## src/rtl/power_mode_pkg.sv

```systemverilog
// ============================================================
// Power mode manager shared definitions
package power_mode_pkg;

	// ============================================================
	// Register bus geometry and map
	localparam int ADDR_W = 4;
	localparam int DATA_W = 8;
	localparam logic [3:0] AUX_PRESCALER_ADDR = 4'h0;
	localparam logic [3:0] POWER_CTRL_ADDR = 4'h1;
	localparam logic [3:0] MODULE_EN_ADDR = 4'h2;
	localparam logic [3:0] STATUS_ADDR = 4'h3;

	// ============================================================
	// Reset values
	localparam logic [7:0] AUX_PRESCALER_RST = 8'hff;
	localparam logic [7:0] POWER_CTRL_RST = 8'h00;
	localparam logic [7:0] MODULE_EN_RST = 8'h03;
	localparam logic [7:0] SLOW_DIV_RST = 8'hb6;

	// ============================================================
	// Field positions
	localparam int AUX1_DIV_LSB = 0;
	localparam int AUX_DIV_W = 4;

	// Software mode codes
	localparam logic [1:0] MODE_ACTIVE = 2'h0;
	localparam logic [1:0] MODE_PSAVE = 2'h1;
	localparam logic [1:0] MODE_IDLE = 2'h2;
	localparam logic [1:0] MODE_HALT = 2'h3;

	// System clock source codes
	localparam logic [1:0] SYS_NONE = 2'h0;
	localparam logic [1:0] SYS_MAIN = 2'h1;
	localparam logic [1:0] SYS_PLL = 2'h2;
	localparam logic [1:0] SYS_SLOW = 2'h3;

	// ============================================================
	// Types
	typedef enum logic [3:0] {
		ST_ACTIVE = 4'h1,
		ST_PSAVE = 4'h2,
		ST_IDLE = 4'h4,
		ST_HALT = 4'h8
	} mode_type;

	typedef struct packed {
		logic reserved;
		logic slow_from_main;
		logic hcc_pll;
		logic hcc_main;
		logic pll_disable_bit;
		logic main_osc_disable_bit;
		logic [1:0] mode;
	} power_ctrl_type;

	typedef struct packed {
		logic [1:0] spare_en;
		logic sys_from_pll;
		logic radio_use_slow;
		logic rng_en;
		logic converter_en;
		logic aux2_en;
		logic aux1_en;
	} module_en_type;

	typedef struct packed {
		logic wr;
		logic rd;
		logic [ADDR_W-1:0] addr;
		logic [DATA_W-1:0] wdata;
	} reg_req_type;

endpackage : power_mode_pkg

```

## src/rtl/power_mode_manager.sv

```systemverilog
`timescale 1ns/1ns
`default_nettype none
module power_mode_manager
	import power_mode_pkg::*;
#(
	parameter logic [7:0] SLOW_DIV = SLOW_DIV_RST
) (
	input wire logic core_clk, // 125 MHz clock
	input wire logic srst, // Synchronous reset, high
	input wire reg_req_type bus, // Register request
	output logic [DATA_W-1:0] rdata, // Read data, next cycle
	input wire logic lf_clk_pin, // Low-frequency oscillator
	input wire logic wake_pin, // Wake-up unit event
	input wire logic sleep_req, // Processor sleep instruction
	input wire logic irq, // Interrupt to processor
	input wire logic llc_sleep, // Radio controller asleep
	output logic hf_osc_on, // High-frequency oscillator on
	output logic pll_on, // PLL on
	output logic lf_osc_on, // Low-frequency oscillator on
	output logic main_clk_on, // Main clock running
	output logic [1:0] sys_clk_sel, // System clock source
	output logic slow_tick, // Slow clock edge
	output logic watchdog_clk_on, // Timer/watchdog clock on
	output logic aux1_tick, // Auxiliary clock 1 pulse
	output logic aux2_tick, // Auxiliary clock 2 pulse
	output logic conv_clk_on, // Converter clock gate
	output logic conv_en, // Converter enable
	output logic rng_osc_on, // Random number oscillators
	output logic radio_clk_slow, // Radio uses slow clock
	output logic radio_aux_ok, // Radio aux clock usable
	output logic [1:0] spare_on, // Other switchable modules
	output logic cpu_stalled // Processor waiting
);

	// ============================================================
	// Elaboration checks
	if (2 * AUX_DIV_W != DATA_W) begin : g_bad_width
		$error("auxiliary fields must fill the register");
	end

	// ============================================================
	// Decoding helpers
	function automatic mode_type code_to_mode(input logic [1:0] code);
		case (code)
			MODE_PSAVE: code_to_mode = ST_PSAVE;
			MODE_IDLE: code_to_mode = ST_IDLE;
			MODE_HALT: code_to_mode = ST_HALT;
			default: code_to_mode = ST_ACTIVE;
		endcase
	endfunction : code_to_mode

	function automatic logic [1:0] mode_to_code(input mode_type m);
		case (m)
			ST_PSAVE: mode_to_code = MODE_PSAVE;
			ST_IDLE: mode_to_code = MODE_IDLE;
			ST_HALT: mode_to_code = MODE_HALT;
			default: mode_to_code = MODE_ACTIVE;
		endcase
	endfunction : mode_to_code

	// ============================================================
	// Registers
	logic [DATA_W-1:0] prescaler;
	power_ctrl_type ctrl;
	module_en_type men;
	mode_type mode;
	logic lf_s1, lf_s2, lf_s3, lf_level;
	logic wk_s1, wk_s2, wk_s3;
	logic [8:0] slow_cnt;
	logic [1:0] aux_tick;

	// Address decode
	wire wr_pre = bus.wr && bus.addr == AUX_PRESCALER_ADDR;
	wire wr_ctrl = bus.wr && bus.addr == POWER_CTRL_ADDR;
	wire wr_men = bus.wr && bus.addr == MODULE_EN_ADDR;

	// Mode flags
	wire is_active = mode == ST_ACTIVE;
	wire is_psave = mode == ST_PSAVE;
	wire is_halt = mode == ST_HALT;
	wire is_low = mode == ST_PSAVE || mode == ST_IDLE;

	// Wake request once the second and third stages are both high
	wire wake_seen = wk_s2 && wk_s3;
	wire wake_now = wake_seen && (mode == ST_IDLE || is_halt);

	// Low-frequency edge once the second and third stages agree
	wire lf_agree = lf_s2 == lf_s3;
	wire lf_rise = lf_agree && lf_s3 && !lf_level;

	// Next mode: a wake-up beats a simultaneous software write
	wire mode_type next_mode = wake_now ? ST_ACTIVE
		: wr_ctrl ? code_to_mode(bus.wdata[1:0]) : mode;

	// Oscillator disable is honoured only with a low-frequency slow source
	wire dmc_eff = ctrl.main_osc_disable_bit && !ctrl.slow_from_main;

	// Oscillator and PLL state per mode
	wire next_hf_osc_on = is_active ? 1'b1
		: is_halt ? 1'b0
		: !(dmc_eff || (ctrl.hcc_main && llc_sleep
		&& !ctrl.slow_from_main));
	wire next_pll_on = is_active ? 1'b1
		: is_halt ? 1'b0
		: !(ctrl.pll_disable_bit || (ctrl.hcc_pll && llc_sleep));

	// System clock source per mode
	wire [1:0] next_sys_clk_sel = is_active
		? (men.sys_from_pll ? SYS_PLL : SYS_MAIN)
		: is_psave ? SYS_SLOW : SYS_NONE;

	// Slow clock divider from the main clock, 2 x (divisor + 1)
	wire [8:0] slow_lim = {SLOW_DIV, 1'b1};
	wire slow_wrap = slow_cnt == slow_lim;
	wire [8:0] next_slow_cnt = (!main_clk_on || slow_wrap) ? 9'h000
		: 9'(slow_cnt + 9'h001);
	wire next_slow_tick = is_halt ? 1'b0
		: ctrl.slow_from_main ? (slow_wrap && main_clk_on)
		: lf_rise;

	// Processor stall: interrupt releases, else sleep holds
	wire next_cpu_stalled = irq ? 1'b0 : (sleep_req || cpu_stalled);

	// Readback mux, unmapped addresses read zero
	wire [DATA_W-1:0] status_word = {1'b0, cpu_stalled, lf_osc_on,
		main_clk_on, pll_on, hf_osc_on, mode_to_code(mode)};
	wire [DATA_W-1:0] ctrl_word = {1'b0, ctrl[6:2], mode_to_code(mode)};
	wire [DATA_W-1:0] rd_mux =
		bus.addr == AUX_PRESCALER_ADDR ? prescaler
		: bus.addr == POWER_CTRL_ADDR ? ctrl_word
		: bus.addr == MODULE_EN_ADDR ? men
		: bus.addr == STATUS_ADDR ? status_word : 8'h00;
	wire [DATA_W-1:0] next_rdata = bus.rd ? rd_mux : 8'h00;

	// ============================================================
	// Software registers
	always_ff @(posedge core_clk) begin
		if (srst) begin
			prescaler <= AUX_PRESCALER_RST;
			ctrl <= POWER_CTRL_RST;
			men <= MODULE_EN_RST;
		end else begin
			if (wr_pre) begin
				prescaler <= bus.wdata;
			end
			if (wr_ctrl) begin
				ctrl <= {1'b0, bus.wdata[6:0]};
			end
			if (wr_men) begin
				men <= bus.wdata;
			end
		end
	end

	// Mode state
	always_ff @(posedge core_clk) begin
		if (srst) begin
			mode <= ST_ACTIVE;
		end else begin
			mode <= next_mode;
		end
	end

	// Pin synchronisers
	always_ff @(posedge core_clk) begin
		if (srst) begin
			{lf_s1, lf_s2, lf_s3, lf_level} <= 4'h0;
			{wk_s1, wk_s2, wk_s3} <= 3'h0;
		end else begin
			{lf_s1, lf_s2, lf_s3} <= {lf_clk_pin, lf_s1, lf_s2};
			{wk_s1, wk_s2, wk_s3} <= {wake_pin, wk_s1, wk_s2};
			if (lf_agree) begin
				lf_level <= lf_s3;
			end
		end
	end

	// Clock state outputs
	always_ff @(posedge core_clk) begin
		if (srst) begin
			hf_osc_on <= 1'b1;
			pll_on <= 1'b1;
			main_clk_on <= 1'b1;
			sys_clk_sel <= SYS_MAIN;
			slow_tick <= 1'b0;
			slow_cnt <= 9'h000;
		end else begin
			hf_osc_on <= next_hf_osc_on;
			pll_on <= next_pll_on;
			main_clk_on <= next_hf_osc_on;
			sys_clk_sel <= next_sys_clk_sel;
			slow_tick <= next_slow_tick;
			slow_cnt <= next_slow_cnt;
		end
	end

	// Module gates and processor stall
	always_ff @(posedge core_clk) begin
		if (srst) begin
			lf_osc_on <= 1'b1;
			watchdog_clk_on <= 1'b1;
			conv_clk_on <= 1'b0;
			conv_en <= 1'b0;
			rng_osc_on <= 1'b0;
			radio_clk_slow <= 1'b0;
			radio_aux_ok <= 1'b0;
			spare_on <= 2'h0;
			cpu_stalled <= 1'b0;
			rdata <= 8'h00;
		end else begin
			lf_osc_on <= 1'b1;
			watchdog_clk_on <= !is_halt;
			conv_en <= men.converter_en;
			conv_clk_on <= men.converter_en && !is_halt;
			rng_osc_on <= men.rng_en;
			radio_clk_slow <= men.radio_use_slow;
			radio_aux_ok <= main_clk_on && men.aux1_en;
			spare_on <= is_halt || (mode == ST_IDLE) ? 2'h0
				: men.spare_en;
			cpu_stalled <= next_cpu_stalled;
			rdata <= next_rdata;
		end
	end

	// ============================================================
	// Auxiliary clock dividers
	for (genvar i = 0; i < 2; i++) begin : g_aux
		logic [AUX_DIV_W-1:0] cnt;
		wire [AUX_DIV_W-1:0] div =
			prescaler[AUX1_DIV_LSB + i*AUX_DIV_W +: AUX_DIV_W];
		wire run = main_clk_on && men[i];
		wire wrap = cnt == div;
		// Pulse once every divisor plus one main clock cycles
		always_ff @(posedge core_clk) begin
			if (srst || !run) begin
				cnt <= '0;
				aux_tick[i] <= 1'b0;
			end else begin
				cnt <= wrap ? '0 : AUX_DIV_W'(cnt + 1'b1);
				aux_tick[i] <= wrap;
			end
		end
	end

	assign aux1_tick = aux_tick[0];
	assign aux2_tick = aux_tick[1];
endmodule : power_mode_manager
`default_nettype wire

```

## config.mk

```make
export PLATFORM = sky130hd
export DESIGN_NAME = power_mode_manager
export DESIGN_NICKNAME = d
export VERILOG_FILES = /design/src/rtl/power_mode_pkg.sv /design/src/rtl/power_mode_manager.sv
export SDC_FILE = /design/constraint.sdc
export NUM_CORES = 1
export LEC_CHECK = 0
export BUFFER_PORTS_ARGS = -buffer_cell sky130_fd_sc_hd__buf_2
export CAP_MARGIN = 0
export CORE_MARGIN = 4
export CORE_UTILIZATION = 50
export CTS_CLUSTER_DIAMETER = 150
export DETAILED_ROUTE_END_ITERATION = 10
export PLACE_DENSITY = 0.75
export REMOVE_ABC_BUFFERS = 1
export SKIP_LAST_GASP = 1
export SLEW_MARGIN = 20
export SYNTH_ARGS = -nofsm -noshare
export SYNTH_HDL_FRONTEND = slang
export SYNTH_SLANG_ARGS = --single-unit
```

## constraint.sdc

```tcl
create_clock -name core_clk -period 1.45 [get_ports core_clk]
set_clock_uncertainty 0.15 [all_clocks]
set_input_delay 0.145 -clock core_clk [delete_from_list [all_inputs] [get_ports core_clk]]
set_output_delay 0.145 -clock core_clk [all_outputs]
set_load 0.02 [all_outputs]
```

==> results of run 1 <==
layout by cell type, fill, tap and decap left out, types with 12 or more instances in the layout:
master and n:
nor2b_1 13, buf_4 48, dfxtp_1 67, nand3_1 17, a21oi_1 19, dlygate4sd3_1 13
o21ai_0 20, and3_1 12, a211o_1 12, buf_2 45, nor2_1 24
layer usage:
layer / global-route usage / vias to the layer above / part of all wire / wire length [um]
met5: 0 / - / 0 / 0
met4: 0.105 / 0 / 0.020 / 141
met3: 0.0388 / 13 / 0.066 / 473
met2: 0.342 / 88 / 0.49 / 3500
met1: 0.256 / 1250 / 0.43 / 3070
li1: - / 1325 / - / -
registers in the layout, summed over array words and instances (netlist names), 2 cells and up:
name,cells
slow_cnt,9
g_aux.cnt,8
men,8
prescaler,8
rdata,8
ctrl,5
mode,4
spare_on,2
sys_clk_sel,2
worst min path at each step:
stage,slack [ns],depth (start not counted),to
final,0.03,3,rdata[7]
after global routing,0.05,3,rdata[7]
after CTS,0.01,3,rdata[7]
after detailed placement,0.17,2,cpu_stalled
after global placement,0.16,2,cpu_stalled
after floorplan,0.06,1,ctrl[2]
cells in the mapped netlist, drive strengths merged:
cell	number	area, um2
o41ai	1	8.76
nand2	13	51.3
xnor2	8	70.1
o22ai	3	18.8
or3	6	38.8
nand4b	2	17.5
nor2b	13	81.3
nor3b	2	15.0
nand2b	1	6.26
a211o	12	105
conb	1	3.75
buf	8	51.3
mux2i	9	90.1
nand3	17	85.1
nor3	3	20.0
or2	1	6.26
o31a	1	8.76
and3	12	75.1
or3b	1	8.76
clkbuf	6	22.5
nand3b	1	7.51
or4	2	15.0
o21ai	20	100
nand4	4	31.3
o311ai	1	16.3
and3b	1	8.76
or4b	1	10.0
dfxtp	73	1460
and2	5	31.3
a41o	2	20.0
nor4	6	52.6
a2111oi	2	17.5
ha	5	62.6
a21oi	21	105
xor2	9	78.8
nor2	29	109
inv	6	22.5
nor4b	2	32.5
a211oi	1	12.5
power breakdown:
group	total, uW	internal [uW]	switching (uW)
sequential	2100	2060	42.3
clock	1500	785	711
combinational	409	203	206
metrics by stage:
stage                     area (um2)  utilization  hold WS [ns]  power, uW  setup WS (ns)
after CTS                       3940        0.699        0.0121       4000        -0.0265
after floorplan                 2910            -        0.0641       2290        -0.0686
after detailed placement        3590        0.636         0.171       2500        -0.0740
after global routing            4020        0.712        0.0509       4150        -0.0744
after global placement          3590        0.636         0.160       2490        -0.0362
final                           4020        0.712        0.0326       4000        -0.0251
what timing repair did:
| item | in CTS | in global routing |
|---|---|---|
| buffers inserted | 0 | 2 |
| setup endpoints to repair | 11 | 18 |
| pin swaps | 2 | 6 |
| endpoints found under the hold margin | 20 | 0 |
| gates resized for setup | 14 | 16 |
| hold buffers | 13 | 0 |
worst max-delay path, cell delays in order, from the launching register on:
cell and delay, ns:
dfxtp_2 0.34, nand4_2 0.12, buf_4 0.17, or3_2 0.48
a21oi_2 0.15
cells by family after synthesis:
family                     Yosys count  share of synthesized area
AOI/OAI and AO/OA                   64                      0.139
xor gates and xnor gates            17                     0.0500
adders and majority gates            5                     0.0210
buffers and inverters               20                     0.0323
DFF                                 73                      0.491
muxes                                9                     0.0302
other                                1                    0.00126
and+or+nand+nor                    122                      0.236
layout make-up:
class / count / area, um2 / area share
repair buffers: 109 / 749 / 0.187
inverters: 6 / 22.5 / 0.00561
flip-flops and latches: 73 / 1470 / 0.366
clock buffers: 12 / 135 / 0.0337
clock inverters: 3 / 42.5 / 0.0106
multi-input cells: 218 / 1500 / 0.375
well taps: 72 / 90.1 / 0.0224
==> metrics.yaml, run 1 <==
final_net_count: 443
final_antenna_net_count: 0
fin_ws_ns: -0.0251
layout.cells.non_filler: 493
nFillCells: 446
drt-pass1-iter-count: 4
vias_per_cell: 5.43
num_vias: 2676
power_leakage_uw: 0.00171
drt-initial-drc-count: 91
fin_setup_tns_ns: -0.0700
hpwl_mm: 5.31
core_um2: 5640
rr_endpoint: "slow_cnt[7]"
place_inst: 463
p_per_area_nw_per_um2: 997
cts.sink_count: 73
critPathKind: "reg -> reg"
min_period_ns: 1.48
overflow: 0
grt_usage: 0.207
ios: 47
gp_congestion: 0.948
fin_crit_sh: 1.02
drc: 0
ir_drop_v: 0.000500
numCtsBuffers: 9
reg2regPathDepth: 4
worstPathArrival_ns: 1.61
antenna_found_initial: 0
final_hold_viol_count: 0
start_util: 0.528
grt_pass1_wl_mm: 11.8
hp-start: "bus[8]"
ys_types: 47
crit_required_ns: 1.58
rows: 27
wirelength_mm: 7.18
path_clk_slew_ns: 0.07
slew_violations: 0
die_h_um: 85.2
diodes: 0
die_w_um: 85.2
htreeDepth: 3
reg2reg_from: "slow_cnt[6]"
status: "finished with violations"
max_freq_ghz: 0.678
port_buffers: 45
cap_viol_max_count: 0
syn-cell-area_um2: 2980
worstSetupStartpoint: "slow_cnt[6]"
critPathCapture: "slow_cnt[7]"
path_max_fanout: 3
min-delay-path-class: "in -> reg"
post_drt_wl_per_cell_um: 14.6
syn_inst: 311
endpoint_kind: "flip-flop"
grt_pass1_vias: 2531
reg2reg_slack_ns: -0.03
rsz0062_at_grt: "yes"
violations: "setup timing"
yosys_warnings: 0
synth.yosys.seq_area_share: 0.491
cts_root_buf: "clkbuf_8"
cts_tree: "built"
setup-violations-final: 5
die_area_um2: 7260
cts_buffer_depth: 2
synthToLayoutAreaGrowth_pct: 34.8
grt_max_degree: 16
drive_above_1_share: 0.328
synth_area_per_cell_um2: 9.58
crit_path_start_kind: "flip-flop"
clk-insertion-delay-late_ns: 0.34
synth_seq_cells: 73
Power figures use the tool's default switching activity.
==> inputs of run 2 (changes only) <==
--- a/config.mk
+++ b/config.mk
@@ -7,7 +7,7 @@
 export LEC_CHECK = 0
 export BUFFER_PORTS_ARGS = -buffer_cell sky130_fd_sc_hd__buf_2
 export CAP_MARGIN = 0
-export CORE_MARGIN = 4
+export CORE_MARGIN = 2
 export CORE_UTILIZATION = 50
 export CTS_CLUSTER_DIAMETER = 150
 export DETAILED_ROUTE_END_ITERATION = 10
==> constraint.sdc (replaced) <==
create_clock -name core_clk -period 1.45 [get_ports core_clk]
set_clock_uncertainty 0.15 [all_clocks]
set_input_delay 0.2175 -clock core_clk [delete_from_list [all_inputs] [get_ports core_clk]]
set_output_delay 0.2175 -clock core_clk [all_outputs]
set_load 0.02 [all_outputs]
==> run 2 against run 1 <==
Against the previous run:
- the flow still finishes with violations (setup timing)
- via count grew 0.75%
- clock power grew 19%
- power grew 7.2%
- highest routed layer unchanged
==> metrics.yaml, run 2 (synthesis gave the netlist of run 1 again) <==
gp_congestion: 0.865  # was 0.948
dpl_worst_slack_ns: -0.174  # was -0.0740 ns
antenna_found_initial: 0  # unchanged
setup-violations-final: 4  # was 5
port_buffers: 45  # unchanged
drt-pass1-iter-count: 5  # was 4
crit_slowest_cell: "or4_4"  # was or3_2
sequentialPowerShare: 0.488  # was 0.524
post_dp_cell_area_um2: 3550  # was 3590 um2
top_register: "slow_cnt"  # unchanged
use_met2: 0.377  # was 0.342
grt_pass1_wl_mm: 11.6  # was 11.8 mm
cts_root_buf: "clkbuf_8"  # unchanged
grt_max_degree: 23  # was 16
hold_depth: 3  # unchanged
p_sw_uw: 991  # was 959 uW
fin_ws_ns: -0.0350  # was -0.0251 ns
post-route-cell-area_um2: 3980  # was 4020 um2
power_leakage_uw: 0.00169  # was 0.00171 uW
p_comb_frac: 0.094  # was 0.102
met3_usage: 0.0367  # was 0.0388
grt_pass1_vias: 2558  # was 2531
diodes: 0  # unchanged
violations: "setup timing"  # unchanged
die_w_um: 81.2  # was 85.2 um
grt.busiest_layer: "met2"  # unchanged
ir_drop_v: 0.000746  # was 0.000500 V
rr_endpoint: "slow_tick"  # was slow_cnt[7]
drc: 0  # unchanged
cts.sink_count: 73  # unchanged
cts_tree: "built"  # unchanged
post_drt_wl_per_cell_um: 15.2  # was 14.6 um
drive_above_1_share: 0.331  # was 0.328
ios: 47  # unchanged
num_vias: 2696  # was 2676
largest_register_ffs: 9  # unchanged
htreeDepth: 3  # unchanged
final_net_count: 435  # was 443
endpoint_kind: "flip-flop"  # unchanged
power.internal_uw: 3300  # was 3040 uW
final_antenna_net_count: 0  # unchanged
p_clk_frac: 0.418  # was 0.374
final_hold_viol_count: 0  # unchanged
critPathCapture: "slow_tick"  # was slow_cnt[7]
vias_per_cell: 5.51  # was 5.43
core_um2: 5850  # was 5640 um2
hold_ws_ns: 0.00864  # was 0.0326 ns
crit_path_max_incr_delay_ns: 0.49  # was 0.48 ns
numCtsBuffers: 9  # unchanged
reg2reg_from: "slow_cnt[1]"  # was slow_cnt[6]
max_freq_ghz: 0.673  # was 0.678 GHz
slew_violations: 0  # unchanged
cap_viol_max_count: 0  # unchanged
crit_required_ns: 1.57  # was 1.58 ns
crit_path_start_kind: "flip-flop"  # unchanged
status: "finished with violations"  # unchanged
cts_buffer_depth: 2  # unchanged
die_area_um2: 6590  # was 7260 um2
min-delay-path-class: "in -> reg"  # unchanged
reg2regPathDepth: 5  # was 4
min_period_ns: 1.48  # about the same
worstSetupStartpoint: "slow_cnt[1]"  # was slow_cnt[6]
start_util: 0.509  # was 0.528
final_common_cell: "dfxtp_1"  # unchanged
clk-insertion-delay-late_ns: 0.35  # was 0.34 ns
reg2reg_slack_ns: -0.03  # about the same
final_cell_mix: "65 x dfxtp_1, 47 x buf_4, 45 x buf_2"  # was 67 x dfxtp_1, 48 x buf_4, 45 x buf_2
drt-initial-drc-count: 151  # was 91
crit_chain: "inv_2, ha_4, nand2_2, or4_4, a211oi_2"  # was nand4_2, buf_4, or3_2, a21oi_2
rsz0062_at_grt: "yes"  # unchanged
path_max_fanout: 2  # was 3
switching_share: 0.231  # was 0.240
critPathKind: "reg -> reg"  # unchanged
synthToLayoutAreaGrowth_pct: 33.6  # was 34.8%
overflow: 0  # unchanged
fin_crit_sh: 1.02  # about the same
hp-start: "bus[4]"  # was bus[8]
grt_usage: 0.235  # was 0.207
hpwl_mm: 5.33  # was 5.31 mm
grtUsageMet1: 0.305  # was 0.256
p_per_area_nw_per_um2: 1080  # was 997 nW/um2
wirelength_mm: 7.42  # was 7.18 mm
path_clk_slew_ns: 0.07  # about the same
rows: 28  # was 27
die_h_um: 81.2  # was 85.2 um
worstPathArrival_ns: 1.61  # about the same
==> run 2: layout make-up <==
cell class	count	area [um2]
inverter	6	22.5
clock buffer	11	151
sequential	73	1470
tap	75	93.8
fill	457	1870
clock inverter	5	77.6
multi-input combinational	218	1490
timing repair buffer	101	672
==> run 2: power groups by stage <==
stage / clock [uW] / combinational, uW / sequential [uW]
CTS: 1820 / 380 / 2100
global route: 1890 / 438 / 2100
global placement: 0 / 349 / 2140
floorplan: 0 / 148 / 2150
detailed placement: 0 / 360 / 2140
finish: 1790 / 402 / 2100
==> run 2: stage by stage <==
| stage | utilization | cells | TNS, ns | power (uW) |
|---|---|---|---|---|
| CTS | 0.664 | 485 | -0.131 | 4300 |
| detailed placement | 0.608 | 461 | -2.25 | 2500 |
| global route | 0.680 | 489 | -0.538 | 4430 |
| finish | 0.680 | 489 | -0.0661 | 4290 |
| floorplan | - | 297 | -0.0686 | 2290 |
| global placement | 0.608 | 461 | -1.89 | 2490 |
==> run 2: worst min-delay path by stage <==
stage | end
floorplan | ctrl[2]
global placement | cpu_stalled
detailed placement | cpu_stalled
CTS | men[5]
global route | ctrl[2]
finish | ctrl[4]
==> run 2: layer usage <==
layer	vias up	part of all wire
li1	1308	-
met1	1264	0.43
met2	104	0.48
met3	20	0.063
met4	0	0.028
met5	-	0
==> run 2: critical path, delay by kind of cell, from the launching register on <==
| family | cells | cell delay, ns |
|---|---|---|
| adder cells (fa/ha/maj) | 1 | 0.12 |
| AO/OA/AOI/OAI | 1 | 0.20 |
| AND/OR/NAND/NOR | 2 | 0.55 |
| flip-flops | 1 | 0.33 |
| buffers and inverters | 1 | 0.06 |
==> run 2: timing repair <==
action,in CTS,in global routing
endpoints found under the setup margin,6,15
pin swaps,7,7
resized for setup,11,18
hold endpoints to repair,6,0
buffers inserted,2,3
gates cloned,0,1
hold buffers,6,0
==> inputs of run 3 (changes only) <==
--- a/config.mk
+++ b/config.mk
@@ -8,10 +8,11 @@
 export BUFFER_PORTS_ARGS = -buffer_cell sky130_fd_sc_hd__buf_2
 export CAP_MARGIN = 0
 export CORE_MARGIN = 2
-export CORE_UTILIZATION = 50
+export CORE_UTILIZATION = 52
+export CTS_BUF_LIST = sky130_fd_sc_hd__clkbuf_8
 export CTS_CLUSTER_DIAMETER = 150
 export DETAILED_ROUTE_END_ITERATION = 10
-export PLACE_DENSITY = 0.75
+export PLACE_DENSITY = 0.77
 export REMOVE_ABC_BUFFERS = 1
 export SKIP_LAST_GASP = 1
 export SLEW_MARGIN = 20
==> run 3 against run 2 <==
Against the previous run:
- the run ends with hold timing, setup timing left
- maximum frequency decreased by 0.94%
- power decreased by 9.0%
- clock-buffer cell count unchanged
- utilization increased by 3.0 points
- sequential power about the same
- clock power decreased by 21%
- via count increased by 0.26%
- critical path type unchanged
- critical endpoint unchanged
==> metrics.yaml, run 3 (synthesis gave the netlist of run 1 again) <==
status: "finished with violations"  # unchanged
violations: "hold timing, setup timing"  # was setup timing
drive_above_1_share: 0.329  # was 0.331
grt_pass1_wl_mm: 12.1  # was 11.6 mm
p_clk_frac: 0.360  # was 0.418
fin_util: 0.710  # was 0.680
ios: 47  # unchanged
grt_pass1_vias: 2650  # was 2558
final_net_count: 431  # was 435
crit_required_ns: 1.57  # about the same
fin_setup_tns_ns: -0.0493  # was -0.0661 ns
final_cell_mix: "63 x dfxtp_1, 45 x buf_2, 44 x buf_4"  # was 65 x dfxtp_1, 47 x buf_4, 45 x buf_2
min_period_ns: 1.50  # was 1.48 ns
sequentialPowerShare: 0.537  # was 0.488
numCtsBuffers: 9  # unchanged
die_w_um: 79.7  # was 81.2 um
dpl_worst_slack_ns: -0.182  # was -0.174 ns
largest_register_ffs: 9  # unchanged
core_um2: 5510  # was 5850 um2
cts_root_buf: "clkbuf_8"  # unchanged
post_drt_wl_per_cell_um: 15.9  # was 15.2 um
slew_violations: 0  # unchanged
final_hold_viol_count: 1  # was 0
cts_tree: "built"  # unchanged
cts.sink_count: 73  # unchanged
clk-insertion-delay-late_ns: 0.34  # was 0.35 ns
grt_max_degree: 17  # was 23
cts_buffer_depth: 2  # unchanged
power_leakage_uw: 0.00167  # was 0.00169 uW
drt-initial-drc-count: 167  # was 151
setup-violations-final: 2  # was 4
num_vias: 2703  # was 2696
worstPathArrival_ns: 1.62  # was 1.61 ns
p_sw_uw: 967  # was 991 uW
die_h_um: 79.7  # was 81.2 um
cap_viol_max_count: 0  # unchanged
wirelength_mm: 7.65  # was 7.42 mm
synthToLayoutAreaGrowth_pct: 31.2  # was 33.6%
drc: 0  # unchanged
min-delay-path-class: "in -> reg"  # unchanged
rsz0062_at_grt: "yes"  # unchanged
hold_ws_ns: -0.0355  # was 0.00864 ns
fin_crit_sh: 1.03  # was 1.02
hpwl_mm: 5.26  # was 5.33 mm
final_antenna_net_count: 0  # unchanged
p_per_area_nw_per_um2: 1000  # was 1080 nW/um2
p_comb_frac: 0.103  # was 0.094
crit_path_start_kind: "flip-flop"  # unchanged
vias_per_cell: 5.61  # was 5.51
place_inst: 460  # was 461
start_util: 0.541  # was 0.509
layout.cells.non_filler: 482  # was 489
max_freq_ghz: 0.667  # was 0.673 GHz
port_buffers: 45  # unchanged
endpoint_kind: "flip-flop"  # unchanged
ir_drop_v: 0.000732  # was 0.000746 V
antenna_found_initial: 0  # unchanged
overflow: 0  # unchanged
switching_share: 0.247  # was 0.231
top_register: "slow_cnt"  # unchanged
path_clk_slew_ns: 0.07  # about the same
critPathKind: "reg -> reg"  # unchanged
grt_usage: 0.249  # was 0.235
nFillCells: 428  # was 457
die_area_um2: 6350  # was 6590 um2
path_max_fanout: 2  # unchanged
fin_ws_ns: -0.0491  # was -0.0350 ns
diodes: 0  # unchanged
drt-pass1-iter-count: 4  # was 5
power.internal_uw: 2940  # was 3300 uW
rows: 27  # was 28
htreeDepth: 3  # unchanged
final_common_cell: "dfxtp_1"  # unchanged
gp_congestion: 0.928  # was 0.865
==> run 3: stage by stage <==
stage	instance area, um2	power [uW]	hold slack, ns
global route	3910	4060	0.0183
CTS	3850	3890	0.00156
global placement	3580	2490	0.234
detailed placement	3580	2510	0.234
finish	3910	3910	-0.0355
floorplan	2910	2290	0.137
==> run 3: area by class of cell <==
type | instances | area [um2] | share of cell area
Clock buffer | 11 | 151 | 0.0387
Clock inverter | 5 | 22.5 | 0.00576
Inverter | 6 | 22.5 | 0.00576
Multi-Input combinational cell | 218 | 1500 | 0.383
Sequential cell | 73 | 1470 | 0.377
Tap cell | 72 | 90.1 | 0.0231
Timing Repair Buffer | 97 | 649 | 0.166
==> run 3: power by group through the flow <==
stage / Sequential [uW] / Combinational (uW) / Clock (uW)
detailed placement: 2140 / 367 / 0
global placement: 2140 / 355 / 0
CTS: 2100 / 388 / 1410
floorplan: 2150 / 148 / 0
global route: 2100 / 440 / 1520
finish: 2100 / 403 / 1410
==> run 3: final timing paths <==
path / startpoint / endpoint / slack, ns / depth (start not counted)
worst max register to register: slow_cnt[7] / slow_tick / -0.05 / 3
worst max-delay path: slow_cnt[7] / slow_tick / -0.05 / 3
worst min register to register: wk_s1 / wk_s2 / 0.29 / 1
worst min-delay path: sleep_req / cpu_stalled / -0.04 / 3
==> run 3: critical path, cell delays in order (launching register included) <==
cell	delay [ns]
dfxtp_2	0.34
or2_4	0.27
or4_4	0.49
a211oi_2	0.18
==> run 3: layer usage <==
layer	wire length, um	part of all wire	track usage	vias to the layer above
met2	3750	0.49	0.408	117
met3	528	0.069	0.0532	27
li1	-	-	-	1298
met1	3150	0.41	0.312	1261
met4	223	0.029	0.114	0
met5	0	0	0	-
==> run 3: timing repair <==
item / CTS / global route
setup buffers: 2 / 0
resized for setup: 11 / 18
gates cloned: 0 / 0
hold buffers: 5 / 0
pin swaps: 6 / 7
setup endpoints to repair: 6 / 19
hold endpoints to repair: 4 / 0
